**src/rtl/irq_bridge_pkg.sv**
```systemverilog
package irq_bridge_pkg;

    // register bus
    localparam int          ADDR_W          = 8;
    localparam int          DATA_W          = 32;
    localparam logic [7:0]  OFS_STATUS      = 8'h00;
    localparam logic [7:0]  OFS_ENABLE      = 8'h04;
    localparam logic [7:0]  OFS_EVENT       = 8'h08;

    // reset values
    localparam logic [31:0] RST_ENABLE      = 32'h0000_0000;
    localparam logic [31:0] RST_EVENT       = 32'h0000_0000;

    // enable bits that exist: 29,28,25,24,23..17,10,9,8
    localparam logic [31:0] ENABLE_MASK     = 32'h33fe_0700;

    // mirrored status bits: 10:9 and 7:0
    localparam logic [31:0] MIRROR_MASK     = 32'h0000_06ff;

    // mirrored field positions
    localparam int          BIT_SETUP       = 0;
    localparam int          BIT_STATUS_NAK  = 1;
    localparam int          BIT_STATUS      = 2;
    localparam int          BIT_RX_ZERO     = 3;
    localparam int          BIT_SOF         = 4;
    localparam int          BIT_EP0         = 5;
    localparam int          BIT_EP          = 6;
    localparam int          BIT_NAK         = 7;
    localparam int          BIT_USB_RST     = 9;
    localparam int          BIT_USB_RST_END = 10;

endpackage : irq_bridge_pkg

```
**src/rtl/flag_edge_catch.sv**
```systemverilog
`timescale 1ns/1ps

// sticky catch of a rising edge on one flag; set beats clear
module flag_edge_catch
    import irq_bridge_pkg::*;
(
    // clock and reset
    input  wire logic i_sys_clk,
    input  wire logic i_nrst,
    // flag and clear
    input  wire logic i_flag,
    input  wire logic i_clr,
    // sticky result
    output logic      o_caught
);

    logic flag_d_ff;
    logic caught_ff;
    logic rise;

    assign rise     = i_flag & ~flag_d_ff;
    assign o_caught = caught_ff;

    always_ff @(posedge i_sys_clk or negedge i_nrst)
    begin
        if (!i_nrst)
            flag_d_ff <= 1'b0;
        else
            flag_d_ff <= i_flag;
    end

    always_ff @(posedge i_sys_clk or negedge i_nrst)
    begin
        if (!i_nrst)
            caught_ff <= 1'b0;
        else if (rise)
            caught_ff <= 1'b1;
        else if (i_clr)
            caught_ff <= 1'b0;
    end

endmodule // flag_edge_catch

```
**src/rtl/usb_core_irq_status_enable.sv**
```systemverilog
// The implementer's own choices: the address-and-strobe port and the placing of the registers.
`timescale 1ns/1ps

// Operation
// status bit 7 live read-only copy of core nak flag, cleared only in core
// status bit 6 live read-only copy of core endpoint flag
// status bit 3 live read-only copy of core zero-length receive flag
// bits 5,4,2,1,0 copy endpoint-0, sof, status, status-nak, setup flags
// bits 10:9 and 7:0 wired straight to core flags, no latching
// writes to mirrored status bits change nothing
// each enable bit gates its status source onto the interrupt request
// bit 9 shows core bus reset asserted, bit 10 shows it deasserted
module usb_core_irq_status_enable
    import irq_bridge_pkg::*;
(
    // clock and reset
    input  wire logic              i_sys_clk,
    input  wire logic              i_nrst,
    // register port
    input  wire logic [ADDR_W-1:0] i_addr,
    input  wire logic [DATA_W-1:0] i_wr_data,
    input  wire logic              i_wr_en,
    input  wire logic              i_rd_en,
    output logic      [DATA_W-1:0] o_rd_data,
    // usb_device_core flag outputs
    input  wire logic              i_core_setup,
    input  wire logic              i_core_status_nak,
    input  wire logic              i_core_status,
    input  wire logic              i_core_rx_zero,
    input  wire logic              i_core_sof,
    input  wire logic              i_core_ep0,
    input  wire logic              i_core_ep,
    input  wire logic              i_core_nak,
    input  wire logic              i_core_usb_reset,
    input  wire logic              i_core_usb_reset_end,
    // interrupt request
    output logic                   o_irq
);

    ////////////////////////////////////////////////////////////////////////////
    // decode

    // one entry per register the port can reach
    typedef enum logic [1:0] {
        SEL_NONE,
        SEL_STATUS,
        SEL_ENABLE,
        SEL_EVENT
    } reg_sel_t;

    function automatic logic hit(input logic [ADDR_W-1:0] a, input logic [7:0] ofs);
        hit = (a == ofs);
    endfunction

    // exact match only, so no register shows up again higher in the map
    function automatic reg_sel_t reg_select(input logic [ADDR_W-1:0] a);
        reg_sel_t sel;
        sel = SEL_NONE;
        if (hit(a, OFS_STATUS))
        begin
            sel = SEL_STATUS;
        end
        else if (hit(a, OFS_ENABLE))
        begin
            sel = SEL_ENABLE;
        end
        else if (hit(a, OFS_EVENT))
        begin
            sel = SEL_EVENT;
        end
        reg_select = sel;
    endfunction

    // status word and stored registers
    logic [DATA_W-1:0] live_status;
    logic [DATA_W-1:0] enable_ff;
    logic [DATA_W-1:0] event_q;
    // read path
    logic [DATA_W-1:0] rd_data_ff;
    logic [DATA_W-1:0] nxt_rd_data;
    // interrupt path
    logic [DATA_W-1:0] pend_src;
    logic [DATA_W-1:0] irq_src;
    logic              irq_ff;
    logic              nxt_irq;
    // access strobes, one cycle each
    reg_sel_t          access_sel;
    logic              wr_enable_hit;
    logic              event_clr;

    assign access_sel    = reg_select(i_addr);
    assign wr_enable_hit = i_wr_en && (access_sel == SEL_ENABLE);

    ////////////////////////////////////////////////////////////////////////////
    // mirrored status: combinational from core, no storage
    // bit 8 and bits 29:17 belong to bridge sources not built here and read 0;
    // a read is registered once, so software sees the flags one cycle late

    always_comb
    begin
        live_status                  = '0;
        live_status[BIT_NAK]         = i_core_nak;
        live_status[BIT_EP]          = i_core_ep;
        live_status[BIT_RX_ZERO]     = i_core_rx_zero;
        live_status[BIT_EP0]         = i_core_ep0;
        live_status[BIT_SOF]         = i_core_sof;
        live_status[BIT_STATUS]      = i_core_status;
        live_status[BIT_STATUS_NAK]  = i_core_status_nak;
        live_status[BIT_SETUP]       = i_core_setup;
        live_status[BIT_USB_RST]     = i_core_usb_reset;
        live_status[BIT_USB_RST_END] = i_core_usb_reset_end;
    end

    ////////////////////////////////////////////////////////////////////////////
    // enable register; status and event offsets take no write at all

    always_ff @(posedge i_sys_clk or negedge i_nrst)
    begin
        if (!i_nrst)
        begin
            enable_ff <= RST_ENABLE;
        end
        else if (wr_enable_hit)
        begin
            // bits with no source built here still store, so software can probe them
            enable_ff <= i_wr_data & ENABLE_MASK;
        end
    end

    ////////////////////////////////////////////////////////////////////////////
    // sticky edge catch so short core pulses are not missed by software

    // clear rides on the read itself, so the word returned is the word cleared;
    // an edge landing in that same cycle stays set for the next read
    assign event_clr = i_rd_en && (access_sel == SEL_EVENT);

    genvar g;
    generate
        for (g = 0; g < DATA_W; g++)
        begin : g_evt
            if (MIRROR_MASK[g])
            begin : g_on
                flag_edge_catch u_catch (
                    .i_sys_clk (i_sys_clk),
                    .i_nrst    (i_nrst),
                    .i_flag    (live_status[g]),
                    .i_clr     (event_clr),
                    .o_caught  (event_q[g])
                );
            end
            else
            begin : g_off
                // no edge catch where there is no core flag to watch
                assign event_q[g] = RST_EVENT[g];
            end
        end
    endgenerate

    ////////////////////////////////////////////////////////////////////////////
    // read data, one cycle after the strobe, zero otherwise

    always_comb
    begin
        nxt_rd_data = '0;
        if (i_rd_en)
        begin
            case (access_sel)
                SEL_STATUS:
                begin
                    // mirrored bits come from the core only, never from a write
                    nxt_rd_data = live_status;
                end
                SEL_ENABLE:
                begin
                    nxt_rd_data = enable_ff;
                end
                SEL_EVENT:
                begin
                    nxt_rd_data = event_q;
                end
                default:
                begin
                    // unmapped offsets read as zero
                    nxt_rd_data = '0;
                end
            endcase
        end
    end

    // back to zero after one cycle, so an idle port reads nothing
    always_ff @(posedge i_sys_clk or negedge i_nrst)
    begin
        if (!i_nrst)
        begin
            rd_data_ff <= '0;
        end
        else
        begin
            rd_data_ff <= nxt_rd_data;
        end
    end

    ////////////////////////////////////////////////////////////////////////////
    // interrupt: registered, so one cycle behind the sources

    // a source counts while its live flag or its caught edge is set
    assign pend_src = live_status | event_q;
    assign irq_src  = pend_src & enable_ff;
    assign nxt_irq  = |irq_src;

    always_ff @(posedge i_sys_clk or negedge i_nrst)
    begin
        if (!i_nrst)
        begin
            irq_ff <= 1'b0;
        end
        else
        begin
            irq_ff <= nxt_irq;
        end
    end

    ////////////////////////////////////////////////////////////////////////////
    // outputs, each straight from its flip-flop

    assign o_rd_data = rd_data_ff;
    assign o_irq     = irq_ff;

endmodule // usb_core_irq_status_enable

```
**config.mk**
```make
export PLATFORM = sky130hd
export DESIGN_NAME = usb_core_irq_status_enable
export DESIGN_NICKNAME = d
export VERILOG_FILES = /design/src/rtl/irq_bridge_pkg.sv /design/src/rtl/flag_edge_catch.sv /design/src/rtl/usb_core_irq_status_enable.sv
export SDC_FILE = /design/constraint.sdc
export NUM_CORES = 1
export LEC_CHECK = 0
export BUFFER_PORTS_ARGS = -buffer_cell sky130_fd_sc_hd__buf_4
export CAP_MARGIN = 20
export CORE_UTILIZATION = 45
export CTS_CLUSTER_SIZE = 25
export DETAILED_ROUTE_END_ITERATION = 7
export HOLD_SLACK_MARGIN = 0.12
export PLACE_DENSITY = 0.82
export SLEW_MARGIN = 10
export SYNTH_ARGS = -nofsm -noshare
export SYNTH_HDL_FRONTEND = slang
export SYNTH_SLANG_ARGS = --single-unit
```
**constraint.sdc**
```tcl
create_clock -name i_sys_clk -period 1.55 [get_ports i_sys_clk]
set_clock_uncertainty 0.2 [all_clocks]
set_input_delay 0.0775 -clock i_sys_clk [delete_from_list [all_inputs] [get_ports i_sys_clk]]
set_output_delay 0.0775 -clock i_sys_clk [all_outputs]
set_load 0.01 [all_outputs]
```
* Yosys cells after proc, flatten, opt, wreduce, memory -nomap -nowiden
Index checks and enable logic that the tools add are counted.
** Storage, ports and cells
- Bits in registers :: 67
- Input port bits :: 54
- Output and inout bits :: 33
- Logic and storage cells :: 80
** Cells by class
- Eq/ne operators :: 5
- Mux-type cells :: 16
- Bitwise gates (word level) :: 22
- Reduce and logical (&&, ||, !) cells :: 14
** Operators with widths (count)
- 30-bit case mux with 3 select lines :: 1
- 32-bit OR reduction :: 1
- 11-bit by 30-bit AND with 30-bit output :: 1
- 30-bit two-way mux :: 1
- 2-bit nonzero test :: 10
- 1-bit two-way mux :: 11
- 11-bit OR :: 1
- 1-bit AND :: 10
- 1-bit NOT :: 10
- 8-bit by 3-bit equality test with 1-bit output, second input constant :: 1
- 8-bit by 4-bit equality test with 1-bit output, second input constant :: 1
- 8-bit logical NOT :: 1
- 2-bit two-way mux :: 3
- 2-bit equality test, second input constant :: 2
- 2-bit by 1-bit equality test with 1-bit output, second input constant :: 1
- 1-bit logical AND :: 2

* Longest topological paths before layout
- Depth in word-level cells :: 8
- Mapped depth :: 4

* Cells and area by module
Synthesis repeated with hierarchy kept, for this count alone.
** Unflattened totals
- Cells, all modules :: 167
- Area, all modules :: 2269.7 um2
** By module, submodules not included
- usb_core_irq_status_enable :: times used 1, cells an instance 117, area an instance 1569.0 um2, seq. area each 925.9 um2
- flag_edge_catch :: times used 10, cells an instance 5, area an instance 70.1 um2, seq. area each 50.0 um2

* Worst setup path before layout
No wires, ideal clock.
- Path kind :: input-to-reg
- Start point :: input i_addr[5]
- End point :: register enable_ff[17]
- Setup time :: 125 ps
- Data arrival time :: 1116 ps
- Required time :: 1225 ps
- Setup slack :: 109 ps
- Stages :: 4
- Cells stage by stage :: nor4_4 > nand4_4 > buf_6 > mux2_4
** Between the ends
- Longest elaborated chain between the ends :: 6
- Elaborated cells between the ends (all ways) :: 8
** RTL lines
- start: declaration :: RTL line usb_core_irq_status_enable.sv:20 : input wire logic [ADDR_W-1:0] i_addr,
- 8-bit by 4-bit equality test with 1-bit output :: RTL line usb_core_irq_status_enable.sv:52 : hit = (a == ofs);
- 2-bit two-way mux :: RTL line usb_core_irq_status_enable.sv:67 : else if (hit(a, OFS_EVENT))
- 2-bit two-way mux :: RTL line usb_core_irq_status_enable.sv:63 : else if (hit(a, OFS_ENABLE))
- 2-bit two-way mux (*) :: RTL line usb_core_irq_status_enable.sv:59 : if (hit(a, OFS_STATUS))
- 2-bit equality test (*) :: RTL line usb_core_irq_status_enable.sv:92 : assign wr_enable_hit = i_wr_en && (access_sel == SEL_ENABLE);
- 1-bit logical AND (*) :: RTL line usb_core_irq_status_enable.sv:92
- end signal: assignment :: RTL line usb_core_irq_status_enable.sv:126 : enable_ff <= i_wr_data & ENABLE_MASK;
- end: declaration :: RTL line usb_core_irq_status_enable.sv:76 : logic [DATA_W-1:0] enable_ff;
Mark *: on every way between the ends. The rest lies on a longest branch, timed or not.
A chain may end at the register's enable or synchronous reset.

* Worst setup path after layout
- Start point :: input i_core_sof
- End point :: register rd_data_ff[4] (netlist: o_rd_data[4])
** Between the ends
- Longest elaborated chain between the ends :: 2
** RTL lines
- start: declaration :: RTL line usb_core_irq_status_enable.sv:30 : input wire logic i_core_sof,
- 30-bit case mux with 3 select lines :: RTL line usb_core_irq_status_enable.sv:167 : case (access_sel)
- 30-bit two-way mux :: RTL line usb_core_irq_status_enable.sv:165 : if (i_rd_en)
- net nxt_rd_data[4] :: RTL line usb_core_irq_status_enable.sv:80 : logic [DATA_W-1:0] nxt_rd_data;
- end signal: assignment :: RTL line usb_core_irq_status_enable.sv:199 : rd_data_ff <= nxt_rd_data;
- end: declaration :: RTL line usb_core_irq_status_enable.sv:79 : logic [DATA_W-1:0] rd_data_ff;
The timed path passes the listed nets, and every way through them passes these cells.

==> results.md <==
- DR DRC count: 0
- ANT cells: 0
- Overall Power: ~3.3 mW
- Largest net degree at the start of global routing: just under 60
- Total CTS buffers: 9
- GRT Total Usage: between 10% and 20%
- Hpwl dp: 2.68 mm
- Run status: finished, final reports clean
- Setup CP Type: in -> reg
- IO Count: 87
- Worst slew margin: a little over half
- Crit Reg-Reg Endpoint: o_rd_data[0]$_DFF_PN0_
- RSZ-0062 raised after global routing: no
- Post-synth top area cell: dfrtp_1
- Later-pin clock latency in the skew report: roughly 0.32 ns
- Number of synthesized flops with an enable pin: 0
- Avg Inst Size Synth: roughly 14 um^2
- FILL cells: 314
- First-pass GRT wire length: approximately 7.4 mm
- Post-route setup slack: between 0.06 and 0.07 ns
- PD cells: ~1000 mW/mm^2
- Most used standard cell by instance count after synthesis: dfrtp_1
- Most used flip-flop cell after synthesis: dfrtp_1
- Crit-path max FO: 3
- Postcts setup bufs: 0
- Maximum vdd drop: 719 uV
- Commonest cells post-synth: 57 x dfrtp_1, 12 x and2_1, 11 x nor2_1
- CP arrival: ~1.5 ns
- Via density per instance: 4.81
- Die area: 0.00513 mm^2
- Drt first pass iters: 4
- Worst setup SP type: input port
- Via count of the first global-routing pass: 1516
- Leak: 1.74 nW
- CP required: roughly 1.6 ns
- Routed vias: around 1500
- Area of the multi-input gates: approximately 660 um^2
- Area grow syn2layout: 49.5%
- Pre-CTS WS: -0.0356 ns
- Final Hold Violating Endpoints: 0
- Tcrit/Tclk final: between 90 and 100%
- Maxcap violations: 0
- Core ar.: 0.00450 mm^2
- DR WL/cell: about 15 um
- Synth Instances: about 150
- CTS clk-pin slew, worst paths: approximately 0.070 ns
- H-tree lvl count: 3
- Sequential area share after synthesis: about two thirds
- R2r startpoint: g_evt[0].g_on.u_catch.o_caught$_DFFE_PN0P_
- Row Count: 24
- Crit end category: flip-flop
- Initial antenna violation count: 0
- Port buffer count: between 50 and 60
- Slew Viols, Final: 0
- Final ANT Viol Nets: 0
- Clock sink count: 57
- Post-Route Setup TNS: 0 ns
- Routability Congestion: 0.730
- CTS root buffer: clkbuf_8
- Synthesized cell area: 0.00218 mm^2
- Worst hold path class: in -> async
- Nets: around 310
- Yosys Warn Count: 0
- Detailed Route WL: about 4.7 mm
- DP Area: approximately 0.0027 mm^2
- Total grt overflow: 0
- Fraction of registers with async set/reset: 100%
- Crit path time final: between 1 and 1.5 ns
- Seq cells post-synth: 57
- Cell variety after synth: 23
- Starting density of the core: just under 50%
- Depth of the worst register-to-register path: 3
- F_max: ~0.67 GHz
- Synth top area share: 65.3%
- Reg area: between 0.001 and 0.0015 mm^2
- Height of the die: slightly above 70 um
- Synth area leaders: dfrtp_1 65%, mux2_4 6.9%, mux2i_1 4.6%
- Setup violators final: 0
- DRT iter0 DRCs: 61
- Die span in x: a little over 70 um
- CTS tree: yes
- Layout cells sized above 1: between 30 and 40%
- Post-route design area: around 0.0033 mm^2
- Slew of the pin with the lowest slew margin: approximately 0.7 ns
- Clock buffer depth: 2
- Register-to-Register Setup Slack: around 0.10 ns
## area by class of cell
| type | count | share of cell area, % |
|---|---|---|
| clock buffer | 9 | 3.79 |
| clock inverter | 7 | 2.91 |
| inverter | 10 | 1.15 |
| multi-input combinational | 80 | 20.2 |
| sequential | 57 | 43.7 |
| tap | 52 | 1.99 |
| timing repair buffer | 100 | 26.2 |
## per-layer routing
metal  GRT usage, %  share of wire [%]  vias to the layer above
met4           17.2                5.7                        0
met1           23.7                 42                      725
met2           30.9                 48                       65
li1               -                  -                      705
met3           4.22                3.9                       21
met5              0                  0                        -
## power by group
part / internal [mW] / leakage (nW) / switching (mW) / total (mW)
registers: 1.52 / 0.718 / 0.0160 / 1.54
clock network: 0.900 / 0.0975 / 0.586 / 1.49
logic: 0.166 / 0.923 / 0.117 / 0.283
total: 2.59 / 1.74 / 0.719 / 3.31
## logic make-up (layout without fill, tap and decap cells)
| logic type | count (synthesis) | in the layout | synth area share, % |
|---|---|---|---|
| DFF | 57 | 57 | 65.3 |
| other | 1 | 10 | 0.172 |
| buffers and inverters | 23 | 126 | 6.07 |
| and+or+nand+nor | 32 | 32 | 9.63 |
| AOI/OAI and AO/OA | 14 | 14 | 5.27 |
| muxes | 24 | 24 | 13.5 |
## sequential cells by signal, summed over array words and instances (netlist names)
register	count
o_irq	1
g_evt.g_on.u_catch.o_caught	10
o_rd_data	22
enable_ff	14
g_evt.g_on.u_catch.flag_d_ff	10
## cells in the final DEF, fill, tap and decap left out, drive strengths merged, types with 4 or more instances in the layout
cell type / n
nor2: 11
mux2: 14
clkbuf: 9
clkinvlp: 4
dfrtp: 57
buf: 64
dlygate4sd3: 35
a22o: 10
and2: 12
mux2i: 10
inv: 10
conb: 10
## worst max-delay path, stage by stage
cell and delay, ns:
dlygate4sd3_1 0.54, buf_4 0.14, mux2i_1 0.13, dlygate4sd3_1 0.57
nor2_1 0.04
## through the flow
stage               utilization [%]  cells  hold WS [ns]
detailed placement             59.5    263       -0.0364
finish                         72.5    315         0.145
global placement               59.5    263       -0.0412
floorplan                         -    160        -0.418
CTS                            72.4    315         0.152
global route                   72.5    315         0.198
## how the worst max path moves through the flow
| stage | start | cells past startpoint | to | slack (ns) |
|---|---|---|---|---|
| floorplan | i_addr[5] | 4 | enable_ff[17]$_DFFE_PN0P_ | 0.11 |
| global placement | i_addr[5] | 6 | enable_ff[29]$_DFFE_PN0P_ | 0.02 |
| detailed placement | i_addr[5] | 6 | enable_ff[23]$_DFFE_PN0P_ | -0.04 |
| CTS | i_addr[2] | 6 | g_evt[0].g_on.u_catch.o_caught$_DFFE_PN0P_ | 0.03 |
| global route | i_addr[3] | 6 | g_evt[0].g_on.u_catch.o_caught$_DFFE_PN0P_ | 0.009 |
| finish | i_core_sof | 5 | o_rd_data[4]$_DFF_PN0_ | 0.06 |
## timing repair
| action | in CTS | in global routing |
|---|---|---|
| hold buffers | 36 | 1 |
| endpoints found under the setup margin | 0 | 11 |
| gates resized for setup | 0 | 2 |
| hold endpoints to repair | 102 | 1 |
No activity file was read; power rests on OpenSTA's default activity.
